`src/include/alir_pkg.sv`:
```
// package: constants and types for the left adc line-input routing registers
package alir_pkg;

  // ----------------------------------------------------------------
  // register indexes and byte addresses (index times four)
  // ----------------------------------------------------------------
  localparam logic [7:0]  ALIR_IDX_GAIN   = 8'h0f;
  localparam logic [7:0]  ALIR_IDX_LINE1  = 8'h13;
  localparam logic [7:0]  ALIR_IDX_LINE2  = 8'h14;
  localparam logic [7:0]  ALIR_IDX_STATUS = 8'h30;
  localparam logic [11:0] ALIR_ADDR_GAIN   = {2'h0, ALIR_IDX_GAIN, 2'h0};
  localparam logic [11:0] ALIR_ADDR_LINE1  = {2'h0, ALIR_IDX_LINE1, 2'h0};
  localparam logic [11:0] ALIR_ADDR_LINE2  = {2'h0, ALIR_IDX_LINE2, 2'h0};
  localparam logic [11:0] ALIR_ADDR_STATUS = {2'h0, ALIR_IDX_STATUS, 2'h0};

  // ----------------------------------------------------------------
  // field positions
  // ----------------------------------------------------------------
  localparam int unsigned ALIR_DIFF_BIT = 7;
  localparam int unsigned ALIR_LVL_HI   = 6;
  localparam int unsigned ALIR_LVL_LO   = 3;
  localparam int unsigned ALIR_PWR_BIT  = 2;
  localparam int unsigned ALIR_BIAS_BIT = 2;
  localparam int unsigned ALIR_SS_HI    = 1;
  localparam int unsigned ALIR_SS_LO    = 0;
  localparam int unsigned ALIR_MUTE_BIT = 7;

  // ----------------------------------------------------------------
  // reset values, masks and codes
  // ----------------------------------------------------------------
  localparam logic [7:0] ALIR_LINE1_RST  = 8'h78;
  localparam logic [7:0] ALIR_LINE2_RST  = 8'h78;
  localparam logic [7:0] ALIR_GAIN_RST   = 8'h80;
  localparam logic [7:0] ALIR_LINE2_WMSK = 8'hfc;
  localparam logic [3:0] ALIR_LVL_MAX    = 4'h8;
  localparam logic [3:0] ALIR_LVL_OFF    = 4'hf;
  localparam logic [4:0] ALIR_LVL_STEP   = 5'h03;
  localparam logic [6:0] ALIR_GAIN_SAT   = 7'h77;
  localparam logic [1:0] ALIR_SS_EVERY   = 2'h0;
  localparam logic [1:0] ALIR_SS_EVERY2  = 2'h1;

  // ----------------------------------------------------------------
  // carriers
  // ----------------------------------------------------------------
  typedef struct packed {
    logic       conn;
    logic [4:0] atten;
  } alir_lvl_t;

  typedef struct packed {
    logic      line1_diff;
    alir_lvl_t line1;
    logic      line2_diff;
    alir_lvl_t line2;
    logic      adc_power;
    logic      cm_bias;
  } alir_route_t;

  typedef struct packed {
    logic [6:0] gain;
    logic       mute;
    logic       stepping;
  } alir_gain_t;

  typedef struct packed {
    logic [7:0]  line1;
    logic [7:0]  line2;
    logic [7:0]  gain_reg;
    logic [6:0]  applied;
    logic        phase;
    logic [31:0] rdata;
    logic        slverr;
  } alir_state_t;

  localparam alir_state_t ALIR_STATE_RST = '{
    line1: ALIR_LINE1_RST, line2: ALIR_LINE2_RST, gain_reg: ALIR_GAIN_RST,
    applied: 7'h00, phase: 1'b0, rdata: 32'h0000_0000, slverr: 1'b0};

endpackage : alir_pkg

```
`src/core/alir_level_dec.sv`:
```
// module: registered decoder of one line-input level field
module alir_level_dec #(
  parameter int unsigned CODE_W = 4
) (
  input  wire logic                clock_in,
  input  wire logic                resetn_in,
  input  wire logic [CODE_W-1:0]   code_in,
  output alir_pkg::alir_lvl_t      level_out
);

  // ----------------------------------------------------------------
  // elaboration check
  // ----------------------------------------------------------------
  if (CODE_W != 4)
  begin : g_chk
    $error("alir_level_dec serves only a 4-bit level field");
  end

  alir_pkg::alir_lvl_t st_q;
  alir_pkg::alir_lvl_t st_d;

  // reserved codes fall back to disconnected, the safe analog state
  always_comb
  begin
    st_d.conn  = 1'b0;
    st_d.atten = 5'h00;
    if (code_in <= alir_pkg::ALIR_LVL_MAX)
    begin
      st_d.conn  = 1'b1;
      st_d.atten = 5'({1'b0, code_in} * alir_pkg::ALIR_LVL_STEP);
    end
  end

  // state register
  always_ff @(posedge clock_in)
  begin
    if (!resetn_in)
      st_q <= '0;
    else
      st_q <= st_d;
  end

  assign level_out = st_q;
endmodule : alir_level_dec

```
`src/core/alir_regs.sv`:
```
// module: apb register bank for left adc line-input routing and gain stage
//
// Chosen here: register access over APB.
module alir_regs #(
  parameter int unsigned ADDR_W = 12,
  parameter int unsigned GAIN_W = 7
) (
  input  wire logic                clock_in,
  input  wire logic                resetn_in,
  input  wire logic                apb_psel_in,
  input  wire logic                apb_penable_in,
  input  wire logic                apb_pwrite_in,
  input  wire logic [ADDR_W-1:0]   apb_paddr_in,
  input  wire logic [31:0]         apb_pwdata_in,
  input  wire logic [3:0]          apb_pstrb_in,
  output logic [31:0]              apb_prdata_out,
  output logic                     apb_pready_out,
  output logic                     apb_pslverr_out,
  input  wire logic                sample_rate_tick_in,
  output alir_pkg::alir_route_t    route_out,
  output alir_pkg::alir_gain_t     gain_out
);

  // ----------------------------------------------------------------
  // elaboration check
  // ----------------------------------------------------------------
  if (ADDR_W != 12 || GAIN_W != 7)
  begin : g_chk
    $error("alir_regs serves a 12-bit address and a 7-bit gain only");
  end

  alir_pkg::alir_state_t st_q;
  alir_pkg::alir_state_t st_d;
  alir_pkg::alir_lvl_t   lvl1;
  alir_pkg::alir_lvl_t   lvl2;
  logic                  setup;
  logic                  access;
  logic                  hit;
  logic [7:0]            rd_byte;
  logic [6:0]            target;
  logic                  step_now;
  logic [1:0]            ss_mode;

  // ----------------------------------------------------------------
  // apb decode
  // ----------------------------------------------------------------

  // zero wait states: every access finishes in its first access cycle
  assign setup          = apb_psel_in && !apb_penable_in;
  assign access         = apb_psel_in && apb_penable_in;
  assign apb_pready_out = 1'b1;
  assign ss_mode        = st_q.line1[alir_pkg::ALIR_SS_HI:alir_pkg::ALIR_SS_LO];

  // read mux, looked up in the setup cycle and held in a flop
  always_comb
  begin
    hit     = 1'b1;
    rd_byte = 8'h00;
    case (apb_paddr_in)
      alir_pkg::ALIR_ADDR_GAIN:   rd_byte = st_q.gain_reg;
      alir_pkg::ALIR_ADDR_LINE1:  rd_byte = st_q.line1;
      alir_pkg::ALIR_ADDR_LINE2:  rd_byte = st_q.line2;
      alir_pkg::ALIR_ADDR_STATUS: rd_byte = {st_q.applied, st_q.phase};
      default:                    hit     = 1'b0;
    endcase
  end

  // ----------------------------------------------------------------
  // gain soft-stepping
  // ----------------------------------------------------------------

  // codes above the top value behave as the top value
  assign target = (st_q.gain_reg[6:0] > alir_pkg::ALIR_GAIN_SAT) ?
                  alir_pkg::ALIR_GAIN_SAT : st_q.gain_reg[6:0];

  // once per sample, or on every second sample using the phase flop
  always_comb
  begin
    case (ss_mode)
      alir_pkg::ALIR_SS_EVERY:  step_now = sample_rate_tick_in;
      alir_pkg::ALIR_SS_EVERY2: step_now = sample_rate_tick_in && st_q.phase;
      default:                  step_now = 1'b0;
    endcase
  end

  // ----------------------------------------------------------------
  // next state
  // ----------------------------------------------------------------
  always_comb
  begin
    st_d = st_q;
    if (setup)
    begin
      st_d.rdata  = {24'h00_0000, rd_byte};
      st_d.slverr = !hit;
    end
    // writes land only on the completing access edge, byte lane 0
    if (access && apb_pwrite_in && apb_pstrb_in[0])
    begin
      case (apb_paddr_in)
        alir_pkg::ALIR_ADDR_GAIN:
          st_d.gain_reg = apb_pwdata_in[7:0];
        alir_pkg::ALIR_ADDR_LINE1:
          st_d.line1 = apb_pwdata_in[7:0];
        alir_pkg::ALIR_ADDR_LINE2:
          st_d.line2 = apb_pwdata_in[7:0] & alir_pkg::ALIR_LINE2_WMSK;
        default:
          st_d.line1 = st_q.line1;
      endcase
    end
    // phase only advances in the every-two mode
    if (ss_mode == alir_pkg::ALIR_SS_EVERY2)
    begin
      if (sample_rate_tick_in)
        st_d.phase = !st_q.phase;
    end
    else
      st_d.phase = 1'b0;
    // disabled stepping jumps straight to the target
    if (ss_mode[1])
      st_d.applied = target;
    else if (step_now && st_q.applied < target)
      st_d.applied = st_q.applied + 7'h01;
    else if (step_now && st_q.applied > target)
      st_d.applied = st_q.applied - 7'h01;
  end

  // state register
  always_ff @(posedge clock_in)
  begin
    if (!resetn_in)
      st_q <= alir_pkg::ALIR_STATE_RST;
    else
      st_q <= st_d;
  end

  // ----------------------------------------------------------------
  // level decoders
  // ----------------------------------------------------------------
  alir_level_dec #(
    .CODE_W    (4)
  ) u_line1_dec (
    .clock_in  (clock_in),
    .resetn_in (resetn_in),
    .code_in   (st_q.line1[alir_pkg::ALIR_LVL_HI:alir_pkg::ALIR_LVL_LO]),
    .level_out (lvl1)
  );

  alir_level_dec #(
    .CODE_W    (4)
  ) u_line2_dec (
    .clock_in  (clock_in),
    .resetn_in (resetn_in),
    .code_in   (st_q.line2[alir_pkg::ALIR_LVL_HI:alir_pkg::ALIR_LVL_LO]),
    .level_out (lvl2)
  );

  // ----------------------------------------------------------------
  // outputs from flops, except pslverr, which is gated by the live access cycle
  // ----------------------------------------------------------------
  assign route_out.line1_diff = st_q.line1[alir_pkg::ALIR_DIFF_BIT];
  assign route_out.line1      = lvl1;
  assign route_out.line2_diff = st_q.line2[alir_pkg::ALIR_DIFF_BIT];
  assign route_out.line2      = lvl2;
  assign route_out.adc_power  = st_q.line1[alir_pkg::ALIR_PWR_BIT];
  assign route_out.cm_bias    = st_q.line2[alir_pkg::ALIR_BIAS_BIT];
  assign gain_out.gain        = st_q.applied;
  assign gain_out.mute        = st_q.gain_reg[alir_pkg::ALIR_MUTE_BIT];
  assign gain_out.stepping    = st_q.applied != target;
  assign apb_prdata_out       = st_q.rdata;
  assign apb_pslverr_out      = access && st_q.slverr;
endmodule : alir_regs

```
`config.mk`:
```
export PLATFORM = sky130hd
export DESIGN_NAME = alir_regs
export DESIGN_NICKNAME = d
export VERILOG_FILES = /design/src/include/alir_pkg.sv /design/src/core/alir_level_dec.sv /design/src/core/alir_regs.sv
export SDC_FILE = /design/constraint.sdc
export NUM_CORES = 1
export LEC_CHECK = 0
export CORE_MARGIN = 4
export CORE_UTILIZATION = 50
export CTS_BUF_LIST = sky130_fd_sc_hd__clkbuf_8
export DETAILED_ROUTE_END_ITERATION = 8
export DONT_BUFFER_PORTS = 1
export PLACE_DENSITY = 0.69
export SKIP_LAST_GASP = 1
export SLEW_MARGIN = 20
export SYNTH_ARGS = -nofsm -noshare
export SYNTH_HDL_FRONTEND = slang
export SYNTH_SLANG_ARGS = --single-unit
export TNS_END_PERCENT = 1
```
`constraint.sdc`:
```
create_clock -name clock_in -period 8.4 [get_ports clock_in]
set_clock_uncertainty 0.2 [all_clocks]
set_input_delay 1.68 -clock clock_in [delete_from_list [all_inputs] [get_ports clock_in]]
set_output_delay 1.68 -clock clock_in [all_outputs]
set_load 0.01 [all_outputs]
```
After elaboration in Yosys (flattened, before gate mapping):

Cells that the tools add are included.
Widths: inputs -> output; s select.

* add/subtract/negate cells: 2
* muxes and demuxes: 9
* bitwise operators: 0
* reductions and logical operators: 20
* shifts and indexed selects: 0
* eq/ne operators: 6
* order comparisons: 5
* multipliers: 2
* div/mod/pow operators: 0

Operators with widths (number)
* $pmux 8 s4: 1
* $mux 7: 4
* $eq 12x7->1 const B: 2
* $eq 12x6->1 const B: 1
* $eq 12x8->1 const B: 1
* $mux 6: 2
* $reduce_and 2->1: 6
* $mul 4x2->5 const B: 2
* $le 4x4->1 const B: 2
* $logic_and 1x1->1: 8
* $add 7x1->7 const B: 1
* $gt 7x7->1: 1
* $gt 7x7->1 const B: 1
* $lt 7x7->1: 1
* $ne 7x7->1: 1
* $sub 7x1->7 const B: 1
* $reduce_or 4->1: 1
* $logic_not 1->1: 3
* $reduce_bool 3->1: 1
* $eq 2x1->1 const B: 1
* $logic_not 2->1: 1
* $pmux 1 s2: 1
* $mux 1: 1

* logic and storage cells: 55
* RAM bits: 0
* memory bits (read-only): 0
* memories: 0
* register bits after elaboration: 51
* latch bits: 0

Longest topological paths before layout:

Gate-level depths: netlist of run 1.

* depth in word-level cells: 7
* depth in mapped cells: 14

Cells and area by module:

From an unflattened synthesis of run 1, not the netlist that was laid out.

* cells, all modules: 335
* area total of the unflattened synthesis: 3123.0 sq um

Modules (own cells, without submodules)
* alir_regs: area each 2517.4 sq um, instances 1, seq. area each 780.7 sq um, cells each 279
* alir_level_dec: area each 302.8 sq um, instances 2, seq. area each 120.1 sq um, cells each 28

Least setup slack after synthesis of run 1:

Ideal clock, no wire load.

* path kind: input port to flip-flop
* start point: input sample_rate_tick_in
* end point: register st_q (netlist bit gain_out[8])
* data arrival time: 3.758 ns
* stages on the path: 8
* path slack: 4.315 ns
* path buffers: 0
* cell sequence: o2111ai_2 or2_2 fa_1 a211o_1 a211oi_1 nor4_1 o211ai_1 or3b_1

* longest elaborated chain between the ends: 5

RTL lines
* start, declared: line alir_regs.sv:19 `input wire logic sample_rate_tick_in,`
* $logic_and 1x1->1: line alir_regs.sv:81 `alir_pkg::ALIR_SS_EVERY2: step_now = sample_rate_tick_in && st_q.phase;`
* $pmux 1 s2 (*): line alir_regs.sv:79 `case (ss_mode)`
* $logic_and 1x1->1: line alir_regs.sv:122 `else if (step_now && st_q.applied < target)`
* $mux 7: line alir_regs.sv:122
* $mux 7: line alir_regs.sv:120 `if (ss_mode[1])`
* end signal, assigned: line alir_regs.sv:132 `st_q <= alir_pkg::ALIR_STATE_RST;`
* end signal, assigned: line alir_regs.sv:134 `st_q <= st_d;`
* end, declared: line alir_regs.sv:32 `alir_pkg::alir_state_t st_q;`

Mark *: on every way between the ends. The rest lies on a longest branch, timed or not.
A chain may end at the register's enable or synchronous reset.

Final worst setup path of run 1:

* start point: register st_q[46] in the netlist's numbering
* end point: register st_q (netlist bit gain_out[8])

* longest elaborated chain between the ends: 6

RTL lines
* $gt 7x7->1: line alir_regs.sv:73 `assign target = (st_q.gain_reg[6:0] > alir_pkg::ALIR_GAIN_SAT) ?`
* $mux 7 (*): line alir_regs.sv:73
* $lt 7x7->1: line alir_regs.sv:122
* $logic_and 1x1->1: line alir_regs.sv:122
* $mux 7: line alir_regs.sv:122
* $mux 7: line alir_regs.sv:120

Marks and branches as above.

==> impl_metrics.env, run 1 <==
export IMPL_die_x_um=87.8
export IMPL_slew_violations=0
export IMPL_path_max_fanout=6
export IMPL_whs_ns=0.309
export IMPL_status="finished clean"
export IMPL_die_y_um=87.8
export IMPL_wire_per_inst_um=16.2
export IMPL_core_area_um2=6060
export IMPL_timing_final_crit_share=0.478
export IMPL_n_antenna_cell=0
export IMPL_leakagePower_nw=1.41
export IMPL_boundaryPins=113
export IMPL_layout_common_cells="dfxtp_1, nor2_1, nand2_1"
export IMPL_clock_latency_ns=0.31
export IMPL_firstDrtPassIters=4
export IMPL_cts_hold_buffers=0
export IMPL_clkSinkCount=51
export IMPL_wl_um=6750
export IMPL_ys_ff_latch=51
export IMPL_power_density_nw_per_um2=227
export IMPL_postRouteAntennaNets=0
export IMPL_track_usage=0.175
export IMPL_drtIter0Drc=149
export IMPL_dp_hpwl_um=5240
export IMPL_row_count=28
export IMPL_grt_ovfl_total=0
export IMPL_p_sw_frac=0.346
export IMPL_dieArea_um2=7710
export IMPL_cp_end_kind="flop"
export IMPL_p_clk_frac=0.243
export IMPL_viasPerCell=5.52
export IMPL_route_detailed_drc=0
export IMPL_antenna_found_initial=0
export IMPL_crit_path_start_kind="flop"
export IMPL_min_period_ns=4.01
export IMPL_numCtsBuffers=5
export IMPL_ys_seq_area_frac=0.321
export IMPL_pwr_share_seq=0.401
export IMPL_cts_tree="yes"
export IMPL_drive_above_1_share=0.0643
export IMPL_postCtsSetupRepairBufs=0
export IMPL_ys_warn_count=0
export IMPL_synth_async_sr_flop_share=0
export IMPL_stdcell_area_um2=3100
export IMPL_cts_root_buf="clkbuf_8"
export IMPL_ir_drop_uv=156
export IMPL_relSlewSlack=0.652
export IMPL_cts_resized=0
export IMPL_critical_path_class="flop to flop"
export IMPL_io_buffers=0
export IMPL_tightestPinTransition_ns=0.520
export IMPL_rsz0062_at_grt="false"
export IMPL_place_ws_ns=4.12
export IMPL_p_int_mw=0.460
export IMPL_final_nets=420
export IMPL_worst_ep_required_time_ns=8.39
export IMPL_post_dp_cell_area_um2=2990
export IMPL_grt_start_max_net_pins=38
export IMPL_layout_setup_ws_ns=4.39
export IMPL_placedCellCount=409
export IMPL_syn_area_um2=3180
export IMPL_vias=2301
export IMPL_drv_cap=0
export IMPL_setup_violations=0
export IMPL_gp_congestion=0.815
export IMPL_tns_ns=0
export IMPL_grt_pass1_vias=2173
export IMPL_syn_inst=366
export IMPL_switching_power_mw=0.243
export IMPL_initial_utilization=0.525
export IMPL_hold_viol_final=0
export IMPL_postSynthAreaPerCell_um2=8.70
export IMPL_layoutNonFillerInstCount=417
export IMPL_arrival_ns=4.00
export IMPL_final_common_cell="dfxtp_1"
export IMPL_hp_class="flop to flop"
export IMPL_min_path_cells=2
export IMPL_htreeDepth=2
export IMPL_ys_flop_type="dfxtp_1"
export IMPL_rr_worst_depth=13
export IMPL_synth_edf_count=0
export IMPL_path_clk_slew_ns=0.09
export IMPL_grt_pass1_wl_um=10700
export IMPL_syn_to_final_growth_pct=-2.75
export IMPL_synth_cell_types=52
export IMPL_comb_power_share=0.356
export IMPL_clock_path_buffers=2
export IMPL_clock_fmax_mhz=249
cells in the mapped netlist (2+ instances only):
cell	number	area [um^2]
a211oi_1	2	15.0
a21o_1	2	15.0
a21oi_1	17	85.1
a221oi_1	3	26.3
a22oi_1	11	82.6
and3_1	6	37.5
and4_1	2	17.5
buf_2	3	15.0
buf_4	45	338
clkbuf_1	6	22.5
conb_1	2	7.51
dfxtp_1	51	1020
fa_1	3	60.1
ha_1	22	275
inv_1	19	71.3
mux2_2	2	22.5
mux2i_1	16	160
nand2_1	28	105
nand2_2	2	12.5
nand2b_1	2	12.5
nand3_1	3	15.0
nand3b_1	2	15.0
nor2_1	35	131
nor2b_1	18	113
nor3_1	2	10.0
o2111ai_2	2	30.0
o211a_1	2	20.0
o211ai_1	6	45.0
o21a_1	2	15.0
o21ai_0	17	85.1
o22a_1	3	26.3
o22ai_1	3	18.8
or4b_2	2	20.0
xnor2_1	4	35.0
xor2_1	4	35.0
worst max-delay path, cell delays in order (launching register included):
cell and delay [ns]:
dfxtp_1 0.41, inv_1 0.08, nor3_1 0.36, nor2_1 0.12, ha_1 0.33, a21oi_1 0.18
a21oi_1 0.12, or2_2 0.36, fa_1 0.44, a211o_1 0.29, a211oi_1 0.34, nor4_1 0.12
o211ai_1 0.18, or3b_1 0.35
state kept, by name (all words and copies together), names as in the netlist:
name,cells
route_out,4
ss_mode,2
u_line2_dec.level_out,6
u_line1_dec.level_out,6
apb_prdata_out,8
gain_out,8
st_q,17
power by group through the flow:
| stage | logic (mW) | registers (mW) | clock network [mW] |
|---|---|---|---|
| final | 0.250 | 0.282 | 0.171 |
| after global routing | 0.281 | 0.286 | 0.188 |
| after CTS | 0.249 | 0.283 | 0.176 |
| after detailed placement | 0.248 | 0.289 | 0 |
| after global placement | 0.241 | 0.289 | 0 |
| after floorplan | 0.242 | 0.272 | 0 |
kinds of logic after synthesis:
logic type / synth area share
AO/OA/AOI/OAI: 0.167
XOR/XNOR: 0.0220
multiplexers: 0.0574
flip-flops: 0.321
other: 0.00236
buffers and inverters: 0.141
adder cells (fa/ha/maj): 0.105
AND/OR/NAND/NOR: 0.184
final cells by class:
type	instances	area [um^2]
clock inverters	3	42.5
fillers	575	2960
multi-input cells	264	1800
inverters	19	71.3
flip-flops and latches	51	1020
well taps	75	93.8
clock buffers	5	68.8
stage by stage:
stage / power, mW / utilization
2_1_floorplan: 0.514 / -
3_3_place_gp: 0.530 / 0.493
3_5_place_dp: 0.537 / 0.493
4_1_cts: 0.709 / 0.511
5_1_grt: 0.755 / 0.511
6_report: 0.703 / 0.511
per-layer routing:
layer | vias up | part of all wire | GRT usage
li1 | 1156 | - | -
met1 | 1045 | 0.42 | 0.217
met2 | 92 | 0.46 | 0.281
met3 | 8 | 0.12 | 0.0687
met4 | 0 | 0.011 | 0.0474
met5 | - | 0 | 0
worst paths after layout:
path                            end  slack, ns         startpoint
setup / recovery        gain_out[8]       4.39           st_q[46]
hold / removal    apb_prdata_out[5]       0.31  apb_prdata_out[5]
setup reg to reg        gain_out[8]       4.39           st_q[46]
hold reg to reg   apb_prdata_out[5]       0.31  apb_prdata_out[5]
Note: power is estimated with default switching activity, not from simulation.
==> run 2, diff against run 1 <==
Clock period 8.4 ns to 3.8 ns, I/O delays scaled along.
==> run 2 against run 1 <==
Effect of this change: non-clock buffer count grew 13; sequential cell count unchanged; largest cell class unchanged; critical endpoint unchanged; core utilization grew 1.9 points; cell area up 3.6%; maximum frequency increased by 12%; critical path depth grew 2; wire length increased by 4.2%; via count increased by 2.3%; global-route usage grew 1.5 points; critical path type unchanged.
==> impl_metrics.env, run 2 (synthesis gave the netlist of run 1 again) <==
export IMPL_r2r_slack_ns=0.22
export IMPL_grt_ovfl_total=0
export IMPL_grt_pass1_wl_um=11400
export IMPL_core_area_um2=6060
export IMPL_arrival_ns=3.58
export IMPL_whs_ns=0.312
export IMPL_top_register="st_q"
export IMPL_path_max_fanout=5
export IMPL_post_dp_cell_area_um2=3080
export IMPL_drtIter0Drc=153
export IMPL_crit_path_start_kind="flop"
export IMPL_final_common_cell="dfxtp_1"
export IMPL_clkSinkCount=51
export IMPL_vias=2353
export IMPL_route_detailed_drc=0
export IMPL_n_antenna_cell=0
export IMPL_drive_above_1_share=0.110
export IMPL_cp_end_kind="flop"
export IMPL_worstPathCellList="inv_2 -> nor3_2 -> buf_4 -> nand2b_1 -> ha_1 -> a211oi_2 -> o2111ai_2 -> or2_4 -> buf_4 -> ha_1 -> a211o_1 -> a211oi_2 -> nor4_1 -> o211ai_1 -> or3b_1"
export IMPL_dp_hpwl_um=5530
export IMPL_p_total_mw=1.63
export IMPL_crit_family="compound AO/OA/AOI/OAI gates"
export IMPL_r2r_start="st_q[47]"
export IMPL_syn_to_final_growth_pct=0.786
export IMPL_hold_viol_final=0
export IMPL_status="finished clean"
export IMPL_rsz0062_at_grt="false"
export IMPL_io_buffers=0
export IMPL_wl_um=7040
export IMPL_cts_root_buf="clkbuf_8"
export IMPL_initial_utilization=0.525
export IMPL_antenna_found_initial=0
export IMPL_ir_drop_uv=315
export IMPL_cts_tree="yes"
export IMPL_viasPerCell=5.47
export IMPL_cp_buffers_inverters=3
export IMPL_wire_per_inst_um=16.4
export IMPL_layout_setup_ws_ns=0.223
export IMPL_leakagePower_nw=1.48
export IMPL_place_ws_ns=0.0581
export IMPL_tightestPinTransition_ns=0.499
export IMPL_timing_final_crit_share=0.941
export IMPL_hp_class="flop to flop"
export IMPL_crit_cells=15
export IMPL_slew_violations=0
export IMPL_final_nets=433
export IMPL_boundaryPins=113
export IMPL_drv_cap=0
export IMPL_cts_hold_buffers=0
export IMPL_gp_congestion=0.851
export IMPL_row_count=28
export IMPL_largest_register_ff_count=17
export IMPL_grt_start_max_net_pins=38
export IMPL_critical_path_class="flop to flop"
export IMPL_slowest_delay_ns=0.35
export IMPL_postRouteAntennaNets=0
export IMPL_cp_slowest_cell="or3b_1"
export IMPL_grt_pass1_vias=2236
export IMPL_clock_path_buffers=2
export IMPL_clock_fmax_mhz=280
export IMPL_relSlewSlack=0.666
export IMPL_postCtsSetupRepairBufs=0
export IMPL_layout_common_cells="dfxtp_1, nor2_1, nand2_1"
export IMPL_clock_latency_ns=0.31
export IMPL_stdcell_area_um2=3210
export IMPL_path_clk_slew_ns=0.10
export IMPL_rr_worst_depth=15
export IMPL_critPathCapture="gain_out[8]"
export IMPL_die_x_um=87.8
export IMPL_track_usage=0.190
export IMPL_dieArea_um2=7710
export IMPL_power_density_nw_per_um2=509
export IMPL_htreeDepth=2
export IMPL_setup_violations=0
export IMPL_worst_ep_required_time_ns=3.80
export IMPL_tns_ns=0
export IMPL_min_period_ns=3.58
export IMPL_critPathLaunch="st_q[47]"
export IMPL_firstDrtPassIters=4
export IMPL_die_y_um=87.8
export IMPL_numCtsBuffers=5
export IMPL_regToRegEndpoint="gain_out[8]"
run 2: metrics by stage:
step,cells,util
after global routing,430,0.530
after global placement,422,0.509
after CTS,430,0.527
after floorplan,389,-
final,430,0.530
after detailed placement,422,0.509
run 2: power by group:
group | internal, mW | switching [mW]
registers | 0.561 | 0.0275
clock network | 0.196 | 0.187
logic | 0.310 | 0.351
total | 1.07 | 0.566
run 2: worst register-to-register path, delay by kind of cell, from the launching register on:
family	cells	cell delay (ns)
AOI/OAI and AO/OA	5	1.17
and+or+nand+nor	5	0.98
buffers and inverters	3	0.37
adders and majority gates	2	0.43
DFF	1	0.34
run 2: final cells by class:
type / count / area (um^2)
fill: 572 / 2850
multi-input combinational: 264 / 1810
sequential: 51 / 1020
timing repair buffer: 13 / 97.6
tap: 75 / 93.8
inverter: 19 / 71.3
clock buffer: 5 / 68.8
clock inverter: 3 / 42.5
run 2: repair_timing:
item                                    CTS  global route
resized for setup                         0             5
hold endpoints to repair                  0             0
endpoints found under the setup margin    0             2
run 2: worst min-delay path by stage:
| stage | from | end | slack, ns | depth (start not counted) |
|---|---|---|---|---|
| 5_1_grt | resetn_in | st_q[55] | 0.30 | 1 |
| 4_1_cts | resetn_in | st_q[55] | 0.30 | 1 |
| 3_3_place_gp | apb_prdata_out[5] | apb_prdata_out[5] | 0.30 | 2 |
| 2_1_floorplan | apb_prdata_out[0] | apb_prdata_out[0] | 0.23 | 2 |
| 6_report | apb_prdata_out[5] | apb_prdata_out[5] | 0.31 | 2 |
| 3_5_place_dp | apb_prdata_out[5] | apb_prdata_out[5] | 0.30 | 2 |
run 2: routing by layer:
layer	share of wire	global-route usage	vias to the layer above	wire (um)
met3	0.11	0.0602	8	749
met5	0	0.0325	-	0
met4	0.015	0.0683	0	104
met2	0.46	0.295	80	3210
li1	-	-	1178	-
met1	0.42	0.244	1087	2970
